$ cat src/plc_map.vh
`ifndef PLC_MAP_VH
`define PLC_MAP_VH

// ----------------------------------------------------------------------
// Clock and blink timing
// ----------------------------------------------------------------------
`define PLC_CLK_KHZ         50000
`define PLC_FAST_BLINK_MS   40
`define PLC_SLOW_BLINK_MS   160
`define PLC_TICK_W          24

// ----------------------------------------------------------------------
// Indicator modes
// ----------------------------------------------------------------------
`define PLC_MODE_W          4
`define PLC_MODE0           4'h0
`define PLC_MODE1           4'h1
`define PLC_MODE2           4'h2
`define PLC_MODE3           4'h3
`define PLC_MODE_TEST_HI    3
`define PLC_MODE_TEST_LO    2

// ----------------------------------------------------------------------
// Strap groups (indicator group number 1..9) and bits
// ----------------------------------------------------------------------
`define PLC_GRP_AN_LO       1
`define PLC_GRP_AN_HI       2
`define PLC_GRP_SPD_LO      3
`define PLC_GRP_SPD_HI      4
`define PLC_GRP_DUP_LO      5
`define PLC_GRP_DUP_HI      9
`define PLC_GRP_MISC        6
`define PLC_BIT_BACKOFF     3
`define PLC_BIT_RETRY       2

// ----------------------------------------------------------------------
// Register map (byte addresses)
// ----------------------------------------------------------------------
`define PLC_ADDR_W          4
`define PLC_ADDR_STRAP      4'h0
`define PLC_ADDR_PORTCFG    4'h4
`define PLC_ADDR_CTRL       4'h8
`define PLC_ADDR_STATUS     4'hc
`define PLC_CTRL_EN         0
`define PLC_CTRL_LAMPTEST   1
`define PLC_CTRL_RST        2'h1
`define PLC_STRAP_TEST      4
`define PLC_STRAP_BACKOFF   5
`define PLC_STRAP_RETRY     6
`define PLC_PCFG_SPD        8
`define PLC_PCFG_DUP        16
`define PLC_STAT_FSD        16

`endif

$ cat src/plc_tick_gen.v
`timescale 1ns/10ps
module plc_tick_gen #(
    parameter W   = 24,
    parameter CYC = 2000000
) (
    input  wire         clk,
    input  wire         rst,
    output reg          tick_q
);
    reg [W-1:0] cnt_q;

    always @(posedge clk) begin
        if (rst) begin
            cnt_q  <= {W{1'b0}};
            tick_q <= 1'b0;
        end else if (cnt_q == CYC[W-1:0] - 1'b1) begin
            cnt_q  <= {W{1'b0}};
            tick_q <= 1'b1;
        end else begin
            cnt_q  <= cnt_q + 1'b1;
            tick_q <= 1'b0;
        end
    end
endmodule

$ cat src/plc_top.v
// Contract
// RULE_01: Indicator pins are inputs during reset and outputs once reset has ended.
// RULE_02: Straps are sampled only at reset; float, pull-down, pull-up are the settings.
// RULE_03: Latch all straps at reset release and hold them until the next reset.
// RULE_04: Mode select 0000..0011 picks indicator modes 0..3, other codes are test.
// RULE_05: Board keeps the upper two mode select bits low for normal use.
// RULE_06: Indicator 0, active low, shows 100 lit and 10 dark in modes 0 and 3.
// RULE_07: Mode 1 indicator 0 shows speed, link, activity; slow blink 10, fast 100.
// RULE_08: Mode 2 indicator 0 is lit while a collision is present.
// RULE_09: Indicator 1 shows full duplex in modes 0 to 2; reserved in mode 3.
// RULE_10: Indicator 2 shows collision in mode 0 and transmit in mode 1.
// RULE_11: Mode 2 indicator 2 shows link activity for a 10Mb port.
// RULE_12: Mode 3 indicator 2: steady for full duplex, intermittent on collision.
// RULE_13: Modes 0 and 3 indicator 3: lit on idle link, dark down, blinks on traffic.
// RULE_14: Indicator 3 shows receive in mode 1 and 100Mb link activity in mode 2.
// RULE_15: Groups 1 and 2 hold auto-negotiation straps; pull-down disables it.
// RULE_16: Groups 3 and 4 hold forced speed; pull-down 10, else 100, only without AN.
// RULE_17: Groups 5 and 9 hold duplex; pull-down full, applied without AN on either end.
// RULE_18: Group 6 bit 3 picks back-off; pull-down less aggressive.
// RULE_19: Group 6 bit 2: pull-down drops after 16 collisions, else retry forever.
// RULE_20: Board ties fiber detect low for copper, drives it from module for fiber.
//
// Decided for this implementation: the Avalon-MM interface to the registers and the placing of the registers.
`timescale 1ns/10ps
`include "plc_map.vh"
module plc_top #(
    parameter NPORT          = 9,
    parameter NSTRAP         = 8,
    parameter FAST_BLINK_CYC = `PLC_FAST_BLINK_MS * `PLC_CLK_KHZ,
    parameter SLOW_BLINK_CYC = `PLC_SLOW_BLINK_MS * `PLC_CLK_KHZ
) (
    input  wire                   clk,
    input  wire                   rst,
    // Shared indicator / strap pins, index (group-1)*4+bit
    input  wire [4*NPORT-1:0]     led_in,
    output reg  [4*NPORT-1:0]     led_out_q,
    output reg  [4*NPORT-1:0]     led_oe_n_q,
    input  wire [3:0]             indicator_mode_select,
    input  wire [NSTRAP-1:0]      fiber_signal_detect,
    // Per-port state from the switch core, same clock
    input  wire [NPORT-1:0]       port_link,
    input  wire [NPORT-1:0]       port_spd100,
    input  wire [NPORT-1:0]       port_full,
    input  wire [NPORT-1:0]       port_col,
    input  wire [NPORT-1:0]       port_tx,
    input  wire [NPORT-1:0]       port_rx,
    input  wire [NSTRAP-1:0]      partner_an,
    // Latched configuration towards the core
    output reg  [1:0]             ind_mode_q,
    output reg                    ind_test_q,
    output reg  [NSTRAP-1:0]      cfg_an_en_q,
    output reg  [NSTRAP-1:0]      cfg_force_spd_q,
    output reg  [NSTRAP-1:0]      cfg_spd100_q,
    output reg  [NSTRAP-1:0]      cfg_force_dup_q,
    output reg  [NSTRAP-1:0]      cfg_full_q,
    output reg                    cfg_backoff_aggr_q,
    output reg                    cfg_retry_forever_q,
    output reg                    cfg_valid_q,
    // Avalon-MM slave
    input  wire [`PLC_ADDR_W-1:0] avs_address,
    input  wire                   avs_read,
    input  wire                   avs_write,
    input  wire [31:0]            avs_writedata,
    input  wire [3:0]             avs_byteenable,
    output reg  [31:0]            avs_readdata,
    output reg                    avs_waitrequest
);
    localparam NPIN = 4 * NPORT;

    // ------------------------------------------------------------------
    // Helpers
    // ------------------------------------------------------------------
    function integer pin_idx;
        input integer grp;
        input integer bitn;
        begin
            pin_idx = (grp - 1) * 4 + bitn;
        end
    endfunction

    // Port 0..3 sit on the low group bits 3..0, ports 4..7 on the high group
    function integer strap_pin;
        input integer grp_lo;
        input integer grp_hi;
        input integer port;
        begin
            if (port < 4) begin
                strap_pin = pin_idx(grp_lo, 3 - port);
            end else begin
                strap_pin = pin_idx(grp_hi, 7 - port);
            end
        end
    endfunction

    // Lamp "on" pattern for one port, bit n is indicator n
    function [3:0] lamp_on;
        input [1:0] mode;
        input       lnk;
        input       s100;
        input       fdx;
        input       col;
        input       tx;
        input       rx;
        input       phf;
        input       phs;
        reg         act;
        begin
            act = tx | rx;
            case (mode)
                2'd0: begin
                    lamp_on = {lnk & ~(act & phf), col, fdx, s100};
                end
                2'd1: begin
                    lamp_on = {rx, tx, fdx, lnk & ~(act & (s100 ? phf : phs))};
                end
                2'd2: begin
                    lamp_on = {lnk & s100 & ~(act & phf), lnk & ~s100 & ~(act & phs),
                               fdx, col};
                end
                2'd3: begin
                    lamp_on = {lnk & ~(act & phf), fdx | (col & phf), 1'b0, s100};
                end
                default: begin
                    lamp_on = 4'h0;
                end
            endcase
        end
    endfunction

    // ------------------------------------------------------------------
    // Pin synchronisers
    // ------------------------------------------------------------------
    reg [NPIN-1:0]   pin_s1_q;
    reg [NPIN-1:0]   pin_s2_q;
    reg [3:0]        msel_s1_q;
    reg [3:0]        msel_s2_q;
    reg [NSTRAP-1:0] fsd_s1_q;
    reg [NSTRAP-1:0] fsd_s2_q;
    reg              rst_seen_q;

    always @(posedge clk) begin
        pin_s1_q  <= led_in;
        pin_s2_q  <= pin_s1_q;
        msel_s1_q <= indicator_mode_select;
        msel_s2_q <= msel_s1_q;
        fsd_s1_q  <= fiber_signal_detect;   // [RULE_20]
        fsd_s2_q  <= fsd_s1_q;
        rst_seen_q <= rst;
    end

    // ------------------------------------------------------------------
    // Strap capture
    // ------------------------------------------------------------------
    // The two-stage pipeline still holds pin levels from the reset period
    // on the first edge after release, so drivers may switch on then.
    wire capture = rst_seen_q & ~rst;   // [RULE_02]
    reg  [3:0] msel_q;
    reg  [NSTRAP-1:0] an_d;
    reg  [NSTRAP-1:0] spd_d;
    reg  [NSTRAP-1:0] full_d;
    integer k;

    always @* begin
        an_d   = {NSTRAP{1'b0}};
        spd_d  = {NSTRAP{1'b0}};
        full_d = {NSTRAP{1'b0}};
        for (k = 0; k < NSTRAP; k = k + 1) begin
            an_d[k]   = pin_s2_q[strap_pin(`PLC_GRP_AN_LO, `PLC_GRP_AN_HI, k)];   // [RULE_15]
            spd_d[k]  = pin_s2_q[strap_pin(`PLC_GRP_SPD_LO, `PLC_GRP_SPD_HI, k)]; // [RULE_16]
            full_d[k] = ~pin_s2_q[strap_pin(`PLC_GRP_DUP_LO, `PLC_GRP_DUP_HI, k)]; // [RULE_17]
        end
    end

    always @(posedge clk) begin
        if (rst) begin
            led_oe_n_q          <= {NPIN{1'b1}};      // [RULE_01]
            msel_q              <= `PLC_MODE0;
            ind_mode_q          <= 2'd0;
            ind_test_q          <= 1'b0;
            cfg_an_en_q         <= {NSTRAP{1'b1}};
            cfg_spd100_q        <= {NSTRAP{1'b1}};
            cfg_full_q          <= {NSTRAP{1'b0}};
            cfg_backoff_aggr_q  <= 1'b1;
            cfg_retry_forever_q <= 1'b1;
            cfg_valid_q         <= 1'b0;
        end else if (capture) begin
            // Held until the next reset; nothing else loads these
            led_oe_n_q          <= {NPIN{1'b0}};      // [RULE_01] [RULE_03]
            msel_q              <= msel_s2_q;
            ind_mode_q          <= msel_s2_q[1:0];   // [RULE_04]
            ind_test_q          <= |msel_s2_q[`PLC_MODE_TEST_HI:`PLC_MODE_TEST_LO]; // [RULE_04]
            cfg_an_en_q         <= an_d;
            cfg_spd100_q        <= spd_d;
            cfg_full_q          <= full_d;
            cfg_backoff_aggr_q  <= pin_s2_q[pin_idx(`PLC_GRP_MISC, `PLC_BIT_BACKOFF)]; // [RULE_18]
            cfg_retry_forever_q <= pin_s2_q[pin_idx(`PLC_GRP_MISC, `PLC_BIT_RETRY)];   // [RULE_19]
            cfg_valid_q         <= 1'b1;              // [RULE_03]
        end
    end

    // Forced speed only without local AN; duplex also when partner lacks AN
    always @(posedge clk) begin
        if (rst) begin
            cfg_force_spd_q <= {NSTRAP{1'b0}};
            cfg_force_dup_q <= {NSTRAP{1'b0}};
        end else begin
            cfg_force_spd_q <= cfg_valid_q ? ~cfg_an_en_q : {NSTRAP{1'b0}};   // [RULE_16]
            cfg_force_dup_q <= cfg_valid_q ? (~cfg_an_en_q | ~partner_an)
                                           : {NSTRAP{1'b0}};               // [RULE_17]
        end
    end

    // ------------------------------------------------------------------
    // Blink timing
    // ------------------------------------------------------------------
    wire fast_tick;
    wire slow_tick;

    plc_tick_gen #(
        .W   (`PLC_TICK_W),
        .CYC (FAST_BLINK_CYC)
    ) u_fast (
        .clk    (clk),
        .rst    (rst),
        .tick_q (fast_tick)
    );

    plc_tick_gen #(
        .W   (`PLC_TICK_W),
        .CYC (SLOW_BLINK_CYC)
    ) u_slow (
        .clk    (clk),
        .rst    (rst),
        .tick_q (slow_tick)
    );

    // Phase toggles on each tick that saw traffic and clears on a tick without,
    // so the blink keeps the tick period and stops in the lit phase.
    reg [NPORT-1:0] pend_f_q;
    reg [NPORT-1:0] pend_s_q;
    reg [NPORT-1:0] ph_f_q;
    reg [NPORT-1:0] ph_s_q;
    wire [NPORT-1:0] act = port_tx | port_rx;

    always @(posedge clk) begin
        if (rst) begin
            pend_f_q <= {NPORT{1'b0}};
            pend_s_q <= {NPORT{1'b0}};
            ph_f_q   <= {NPORT{1'b0}};
            ph_s_q   <= {NPORT{1'b0}};
        end else begin
            if (fast_tick) begin
                ph_f_q   <= (ph_f_q ^ pend_f_q) & pend_f_q;   // [RULE_07] [RULE_13]
                pend_f_q <= act;
            end else begin
                pend_f_q <= pend_f_q | act;
            end
            if (slow_tick) begin
                ph_s_q   <= (ph_s_q ^ pend_s_q) & pend_s_q;   // [RULE_07] [RULE_11]
                pend_s_q <= act;
            end else begin
                pend_s_q <= pend_s_q | act;
            end
        end
    end

    // ------------------------------------------------------------------
    // Indicator drive (active low)
    // ------------------------------------------------------------------
    reg [1:0] ctrl_q;
    reg [NPIN-1:0] lamp_d;
    integer p;

    always @* begin
        lamp_d = {NPIN{1'b0}};
        for (p = 0; p < NPORT; p = p + 1) begin
            lamp_d[4*p +: 4] = lamp_on(ind_mode_q, port_link[p], port_spd100[p],
                                       port_full[p], port_col[p], port_tx[p],
                                       port_rx[p], ph_f_q[p], ph_s_q[p]);
            // [RULE_06] [RULE_08] [RULE_09] [RULE_10] [RULE_12] [RULE_14]
        end
        if (ind_test_q | ~ctrl_q[`PLC_CTRL_EN]) begin
            lamp_d = {NPIN{1'b0}};
        end
        if (ctrl_q[`PLC_CTRL_LAMPTEST] & ~ind_test_q) begin
            lamp_d = {NPIN{1'b1}};
        end
    end

    always @(posedge clk) begin
        if (rst) begin
            led_out_q <= {NPIN{1'b1}};
        end else begin
            led_out_q <= cfg_valid_q ? ~lamp_d : {NPIN{1'b1}};   // [RULE_06]
        end
    end

    // ------------------------------------------------------------------
    // Avalon-MM slave: one wait state on every access
    // ------------------------------------------------------------------
    wire req = avs_read | avs_write;
    reg [31:0] rd_d;

    always @* begin
        rd_d = 32'h0;
        case (avs_address)
            `PLC_ADDR_STRAP: begin
                rd_d[3:0]                = msel_q;
                rd_d[`PLC_STRAP_TEST]    = ind_test_q;
                rd_d[`PLC_STRAP_BACKOFF] = cfg_backoff_aggr_q;
                rd_d[`PLC_STRAP_RETRY]   = cfg_retry_forever_q;
            end
            `PLC_ADDR_PORTCFG: begin
                rd_d[NSTRAP-1:0]                         = cfg_an_en_q;
                rd_d[`PLC_PCFG_SPD +: NSTRAP]            = cfg_spd100_q;
                rd_d[`PLC_PCFG_DUP +: NSTRAP]            = cfg_full_q;
            end
            `PLC_ADDR_CTRL: begin
                rd_d[1:0] = ctrl_q;
            end
            `PLC_ADDR_STATUS: begin
                rd_d[NPORT-1:0]               = port_link;
                rd_d[`PLC_STAT_FSD +: NSTRAP] = fsd_s2_q;   // [RULE_20]
            end
            default: begin
                rd_d = 32'h0;
            end
        endcase
    end

    always @(posedge clk) begin
        if (rst) begin
            avs_waitrequest <= 1'b1;
            avs_readdata    <= 32'h0;
            ctrl_q          <= `PLC_CTRL_RST;
        end else begin
            avs_waitrequest <= ~(req & avs_waitrequest);
            if (avs_read & avs_waitrequest) begin
                avs_readdata <= rd_d;
            end
            if (avs_write & ~avs_waitrequest & avs_byteenable[0] &&
                avs_address == `PLC_ADDR_CTRL) begin
                ctrl_q <= avs_writedata[1:0];
            end
        end
    end
endmodule

$ cat config.mk
export PLATFORM = sky130hd
export DESIGN_NAME = plc_top
export DESIGN_NICKNAME = d
export VERILOG_FILES = /design/src/plc_tick_gen.v /design/src/plc_top.v
export VERILOG_INCLUDE_DIRS = /design/src
export SDC_FILE = /design/constraint.sdc
export NUM_CORES = 1
export LEC_CHECK = 0
export BUFFER_PORTS_ARGS = -buffer_cell sky130_fd_sc_hd__buf_4
export CAP_MARGIN = 30
export CORE_ASPECT_RATIO = 1.1
export CORE_MARGIN = 2
export CORE_UTILIZATION = 30
export CTS_BUF_LIST = sky130_fd_sc_hd__clkbuf_8 sky130_fd_sc_hd__clkbuf_16
export DETAILED_ROUTE_END_ITERATION = 12
export GPL_TIMING_DRIVEN = 0
export SLEW_MARGIN = 40
export SYNTH_ARGS = -nofsm -noshare
export SYNTH_HDL_FRONTEND = slang
export SYNTH_SLANG_ARGS = --single-unit
$ cat constraint.sdc
create_clock -name clk -period 2.55 [get_ports clk]
set_clock_uncertainty 0.05 [all_clocks]
set_input_delay 0.1275 -clock clk [delete_from_list [all_inputs] [get_ports clk]]
set_output_delay 0.1275 -clock clk [all_outputs]
set_load 0.01 [all_outputs]
==> summary.txt, run 1 <==
R2R depth -> 7
Top Layer Used -> met4
DP HPWL -> 24600 µm
Chip Height -> 197 µm
post-synth top area share -> 54.0%
max-capacitance violation count -> 0
area used by multi-input combinational logic -> 0.00410 mm²
pin count of the biggest net entering global routing -> 38
Layout Cells excl Fill -> 1909
top_reg_cell synth -> dfxtp_1
RSZ-0062 raised after global routing -> no
Seq/Total Area, Yosys -> 54.0%
Post-DP Area -> 0.0127 mm²
FILL cells -> 3186
layout cell share with drive strength beyond 1 -> 25.5%
worst slew pin tran -> 798 ps
Syn. warnings -> 0
hold path cells -> 4
Num Clock Sinks -> 275
leakage power -> 5.85 nW
hold path start -> port_rx[3]
Cell Area, Synth -> 0.0102 mm²
Tcrit/Tclk final -> 94.6%
Total GRT Usage -> 18.1%
Hold Slack -> 18.1 ps
Starting Density -> 30.6%
CTS tree -> done
count of final hold-check violations -> 0
dpl ws -> -264 ps
Layout area overhead -> 42.9%
Post-CTS Setup Bufs -> 0
final count of pins violating max slew -> 0
initial antenna violation count -> 3
register cell area after layout -> 0.00551 mm²
number of nets in the layout -> 1614
Critical Path RT -> 2900 ps
die width -> 180 µm
Synth area leaders -> dfxtp_1 (54%), a21oi_1 (5.4%), buf_4 (3.3%), nor2_1 (3.3%), o21ai_0 (2.7%)
initial DRC count -> 573
pwr/cell area -> 680 mW/mm²
CTS max path bufs -> 3
reg-to-reg slack, setup -> 140 ps
IO Pins -> 305
Synth area leader -> dfxtp_1
wl on met1 -> 14900 µm
number of enable flip-flop cells after synthesis -> 0
Core Util, Final -> 43.7%
Post-synth ARST share -> 0%
DR WL met3 -> 2000 µm
Slew headroom -> 46.8%
worst setup margin -> 139 ps
later-pin clock latency in the skew report -> 550 ps
met2 WL post-DR -> 15600 µm
drt drc -> 0
CTS clk-pin slew, worst paths -> 60 ps
CTS Root Cell -> clkbuf_16
number of H-tree levels -> 1
r2r startpoint -> msel_q[1]$_SDFFE_PP0P_
fin crit period -> 2410 ps
final instance area -> 0.0146 mm²
CP Capture Type -> flop
GPL Wtd Cong -> 0.906
Synth Register Bits -> 275
Critical Path Fanout Max -> 10
Routed WL per cell -> 17.6 µm
CP Data Arrival Time -> 2760 ps
startpoint types -> flop
worst min path class -> primary input to flop
CTS Buf Count -> 29
outcome -> complete, no violations
Max IR drop VDD -> 0.560 mV
# rows -> 70
Antenna Nets Post-Route -> 0
Mapped Cells -> 1075
core box area -> 0.0334 mm²
Avg Vias per Cell -> 4.85
Routed WL -> 33500 µm
cell with the most instances after synthesis -> dfxtp_1
Pre-Repair DR Iteration Count -> 5
worst reg2reg path endpoint -> led_out_q[8]$_SDFF_PP1_
Die Footprint -> 0.0355 mm²
via count -> 9260
vias in the first global route -> 8964
setup violators final -> 0
grt ovf -> 0
first-pass GRT wire length -> 51300 µm
IO buf count -> 253
Setup Crit Path Kind -> flop to flop
synth cell count leaders -> dfxtp_1 (275), a21oi_1 (110), nor2_1 (89)
fmax -> 0.415 GHz
Synth cell types -> 51
Worst Hold Path EP -> led_out_q[15]$_SDFF_PP1_
Placed Instances -> 1767
Mean Syn Cell Area -> 9.49 µm²
[critical path, cell delays in order, from the launching register on]
cell and delay [ps]:
dfxtp_1 310, clkbuf_2 230, nand2b_1 310, clkbuf_2 360, clkbuf_2 320, nor2_1 70
o31ai_1 470, a21oi_1 150
[logic make-up after synthesis]
family | synth area share (%)
AND/OR/NAND/NOR | 18.3
flip-flops | 54.0
AO/OA/AOI/OAI | 15.6
buffers and inverters | 6.22
multiplexers | 3.67
XOR/XNOR | 1.97
adder cells (fa/ha/maj) | 0.245
other | 0.0368
[timing repair]
item                                    CTS  global route
endpoints found under the setup margin   17            11
resized for setup                         4             4
hold endpoints to repair                 94             0
hold buffers                             92             0
[layout make-up]
class	count	area share [%]
well taps	432	3.71
multi-input cells	684	28.1
flip-flops and latches	275	37.8
repair buffers	345	19.3
clock inverters	11	0.944
inverters	17	0.446
diodes	3	0.0515
plain buffers	106	3.97
clock buffers	36	5.64
[metal layers]
| metal | vias up | global-route usage, % |
|---|---|---|
| met5 | - | 0 |
| li1 | 4539 | - |
| met1 | 4338 | 23.7 |
| met3 | 50 | 3.45 |
| met2 | 333 | 30.1 |
| met4 | 0 | 5.99 |
[placed cells by master, fill, tap and decap left out, types with 13 or more instances in the layout]
cell type / n
nor3_1: 17
dlygate4sd3_1: 92
clkbuf_1: 47
nor2_1: 89
nand2b_1: 38
o22ai_1: 16
and3_1: 16
mux2i_1: 25
a211oi_1: 13
clkbuf_16: 29
a21oi_1: 110
nand2_1: 59
o31ai_1: 19
nand3_1: 43
nor2b_1: 15
dfxtp_1: 274
inv_1: 18
buf_4: 298
o21ai_0: 56
xor2_1: 13
[power breakdown]
group	total, mW	switching, mW	internal (mW)
Clock	4.23	1.68	2.56
Combinational	1.10	0.543	0.557
Sequential	4.57	0.103	4.47
[worst max path at each step]
stage                          startpoint                           to  slack, ps  cells past startpoint
2_1_floorplan  u_slow.cnt_q[0]$_SDFF_PP0_  u_slow.cnt_q[20]$_SDFF_PP0_        510                      6
3_5_place_dp       msel_q[1]$_SDFFE_PP0P_      led_out_q[8]$_SDFF_PP1_       -260                      7
3_3_place_gp       msel_q[1]$_SDFFE_PP0P_      led_out_q[8]$_SDFF_PP1_       -320                      7
4_1_cts            msel_q[1]$_SDFFE_PP0P_      led_out_q[3]$_SDFF_PP1_         60                      7
5_1_grt            msel_q[1]$_SDFFE_PP0P_      led_out_q[8]$_SDFF_PP1_         50                      7
6_report           msel_q[1]$_SDFFE_PP0P_      led_out_q[8]$_SDFF_PP1_        140                      7
[through the flow]
stage | TNS [ps] | power (mW)
final | 0 | 9.91
after global routing | 0 | 10.3
after CTS | 0 | 9.99
after detailed placement | -1750 | 5.64
after global placement | -2470 | 5.63
after floorplan | 0 | 5.09
[flip-flops by register name, summed over array words and instances, names as in the netlist, 24 cells and up]
register and flops:
pin_s1_q 26, pin_s2_q 26, led_out_q 36, u_fast.cnt_q 24, avs_readdata 24, u_slow.cnt_q 24
No activity file was read; power rests on OpenSTA's default activity.
==> inputs of run 2 (changes only) <==
--- a/config.mk
+++ b/config.mk
@@ -6,6 +6,7 @@
 export SDC_FILE = /design/constraint.sdc
 export NUM_CORES = 1
 export LEC_CHECK = 0
+export ABC_AREA = 1
 export BUFFER_PORTS_ARGS = -buffer_cell sky130_fd_sc_hd__buf_4
 export CAP_MARGIN = 30
 export CORE_ASPECT_RATIO = 1.1
==> run 2 against run 1 <==
  * Clock power is 5.4% higher
  * Largest power group unchanged
  * Sequential power hardly changed
  * Utilization is 0.088 points higher
  * Clock-buffer cell count is 2 lower
  * Final area is 5.2% higher
  * Combinational power is 12% higher
  * Synthesized area is 4.3% higher
  * Sequential share of layout area is 1.9 points lower
  * Largest cell class unchanged
  * First-iteration DRC count is 17% lower
  * Non-clock buffer count is 10 higher
==> summary.txt, run 2 <==
outcome -> complete, no violations
Tcrit/Tclk final -> 90.8%
worst slew pin tran -> 705 ps
leakage power -> 6.92 nW
Critical Path RT -> 2920 ps
Hold Slack -> 28.3 ps
pin count of the biggest net entering global routing -> 38
# rows -> 72
Core Util, Final -> 43.8%
IO buf count -> 253
Max IR drop VDD -> 0.570 mV
core box area -> 0.0350 mm²
count of final hold-check violations -> 0
Total GRT Usage -> 16.8%
synth cell count leaders -> nand2_1 (364), dfxtp_1 (275), nor2_1 (163)
Synth cell types -> 39
fin crit period -> 2310 ps
Synth Register Bits -> 275
DP HPWL -> 23500 µm
Mapped Cells -> 1385
Slew headroom -> 53.0%
worst setup margin -> 236 ps
R2R depth -> 7
Avg Vias per Cell -> 4.52
number of nets in the layout -> 1951
Starting Density -> 30.4%
antenna fix cells -> 0
Chip Height -> 201 µm
Flop pwr share -> 44.6%
startpoint types -> flop
via count -> 10200
area used by multi-input combinational logic -> 0.00408 mm²
reg-to-reg slack, setup -> 240 ps
post-route setup TNS -> 0 ps
Synth area leader -> dfxtp_1
Design Power -> 10.3 mW
register cell area after layout -> 0.00551 mm²
RSZ-0062 raised after global routing -> no
initial DRC count -> 478
crit path to -> led_out_q[19]$_SDFF_PP1_
Layout area overhead -> 44.2%
final count of pins violating max slew -> 0
setup violators final -> 0
switching part of the total -> 23.5%
grt ovf -> 0
Post-synth ARST share -> 0%
CTS tree -> done
Post-DP Area -> 0.0131 mm²
Critical Path Fanout Max -> 10
Critical Path Start -> msel_q[1]$_SDFFE_PP0P_
post-synth top area share -> 51.8%
vias in the first global route -> 10000
Pre-Repair DR Iteration Count -> 6
FILL cells -> 3420
Mean Syn Cell Area -> 7.68 µm²
IO Pins -> 305
cell with the most instances after synthesis -> nand2_1
CTS clk-pin slew, worst paths -> 60 ps
Largest register FFs -> 36
drt drc -> 0
Cell Area, Synth -> 0.0106 mm²
Comb power frac -> 12.0%
commonest non-fill, non-tap cell in the layout -> nand2_1
Die Footprint -> 0.0370 mm²
worst min path class -> primary input to flop
Routed WL per cell -> 14.1 µm
dpl ws -> 641 ps
CP Data Arrival Time -> 2690 ps
final instance area -> 0.0153 mm²
GPL Wtd Cong -> 0.896
cts repair resizes -> 0
initial antenna violation count -> 0
first-pass GRT wire length -> 50200 µm
Num Clock Sinks -> 275
Setup Crit Path Kind -> flop to flop
switching pwr -> 2.42 mW
Syn. warnings -> 0
CTS max path bufs -> 3
Antenna Nets Post-Route -> 0
later-pin clock latency in the skew report -> 550 ps
Post-CTS Setup Bufs -> 0
die width -> 184 µm
Synth area leaders -> dfxtp_1 (52%), nand2_1 (13%), nor2_1 (5.8%), inv_1 (4.8%), a21oi_1 (3.9%)
Largest Register -> led_out_q
CP Capture Type -> flop
worst reg2reg path endpoint -> led_out_q[19]$_SDFF_PP1_
Placed Instances -> 2089
CTS Hold Buffers Added -> 119
max-capacitance violation count -> 0
r2r startpoint -> msel_q[1]$_SDFFE_PP0P_
pwr/cell area -> 669 mW/mm²
CTS Buf Count -> 29
biggest regs -> led_out_q (36), pin_s1_q (26), pin_s2_q (26)
Seq/Total Area, Yosys -> 51.8%
number of enable flip-flop cells after synthesis -> 0
CTS Root Cell -> clkbuf_16
number of H-tree levels -> 1
fmax -> 0.432 GHz
internal power -> 7.85 mW
Clock power frac -> 43.4%
Routed WL -> 31800 µm
layout cell share with drive strength beyond 1 -> 21.2%
Layout Cells excl Fill -> 2259
most frequent cells in the layout -> nand2_1 (364), buf_4 (301), dfxtp_1 (274)
top_reg_cell synth -> dfxtp_1
-- run 2: per-layer routing --
| layer | vias up | global-route usage [%] | routed length, µm |
|---|---|---|---|
| li1 | 5190 | - | - |
| met1 | 4643 | 20.6 | 13700 |
| met2 | 331 | 29.1 | 15100 |
| met3 | 48 | 3.84 | 2270 |
| met4 | 0 | 4.94 | 801 |
| met5 | - | 0 | 0 |
-- run 2: power groups by stage --
stage	sequential (mW)	combinational, mW	clock (mW)
6_report	4.58	1.23	4.46
5_1_grt	4.60	1.34	4.75
4_1_cts	4.58	1.23	4.55
3_5_place_dp	4.68	1.05	0
3_3_place_gp	4.67	1.05	0
2_1_floorplan	4.70	0.487	0
-- run 2: layout make-up --
type	instances	share of cell area, %
buffer	89	3.56
clock buffer	34	5.18
clock inverter	17	1.52
inverter	143	3.50
multi-input combinational	885	26.6
sequential	275	35.9
tap	444	3.62
timing repair buffer	372	20.1
-- run 2: worst max-delay path: stages, from the launching register on --
cell           delay, ps
dfxtp_1              480
inv_2                120
nand2_1              130
clkbuf_1             500
o21ai_0              150
o21ai_0              160
dlygate4sd3_1        560
nand2_1               50
-- run 2: worst min-delay path by stage --
| stage | slack, ps | start | to | depth (start not counted) |
|---|---|---|---|---|
| finish | 30 | port_rx[8] | led_out_q[35]$_SDFF_PP1_ | 4 |
| global route | 30 | port_link[2] | avs_readdata[2]$_SDFFE_PP0P_ | 5 |
| detailed placement | 180 | led_in[9] | pin_s1_q[9]$_DFF_P_ | 1 |
| floorplan | 110 | fiber_signal_detect[0] | fsd_s1_q[0]$_DFF_P_ | 0 |
| CTS | 2 | port_link[2] | avs_readdata[2]$_SDFFE_PP0P_ | 5 |
| global placement | 180 | led_in[19] | pin_s1_q[19]$_DFF_P_ | 1 |
-- run 2: kinds of logic after synthesis --
logic type               count (synthesis)  share of synthesized area (%)
AO/OA/AOI/OAI                          214                           11.2
XOR/XNOR                                19                           1.56
adder cells (fa/ha/maj)                  2                          0.235
buffers and inverters                  232                           10.2
flip-flops                             275                           51.8
other                                    1                         0.0353
AND/OR/NAND/NOR                        642                           25.0
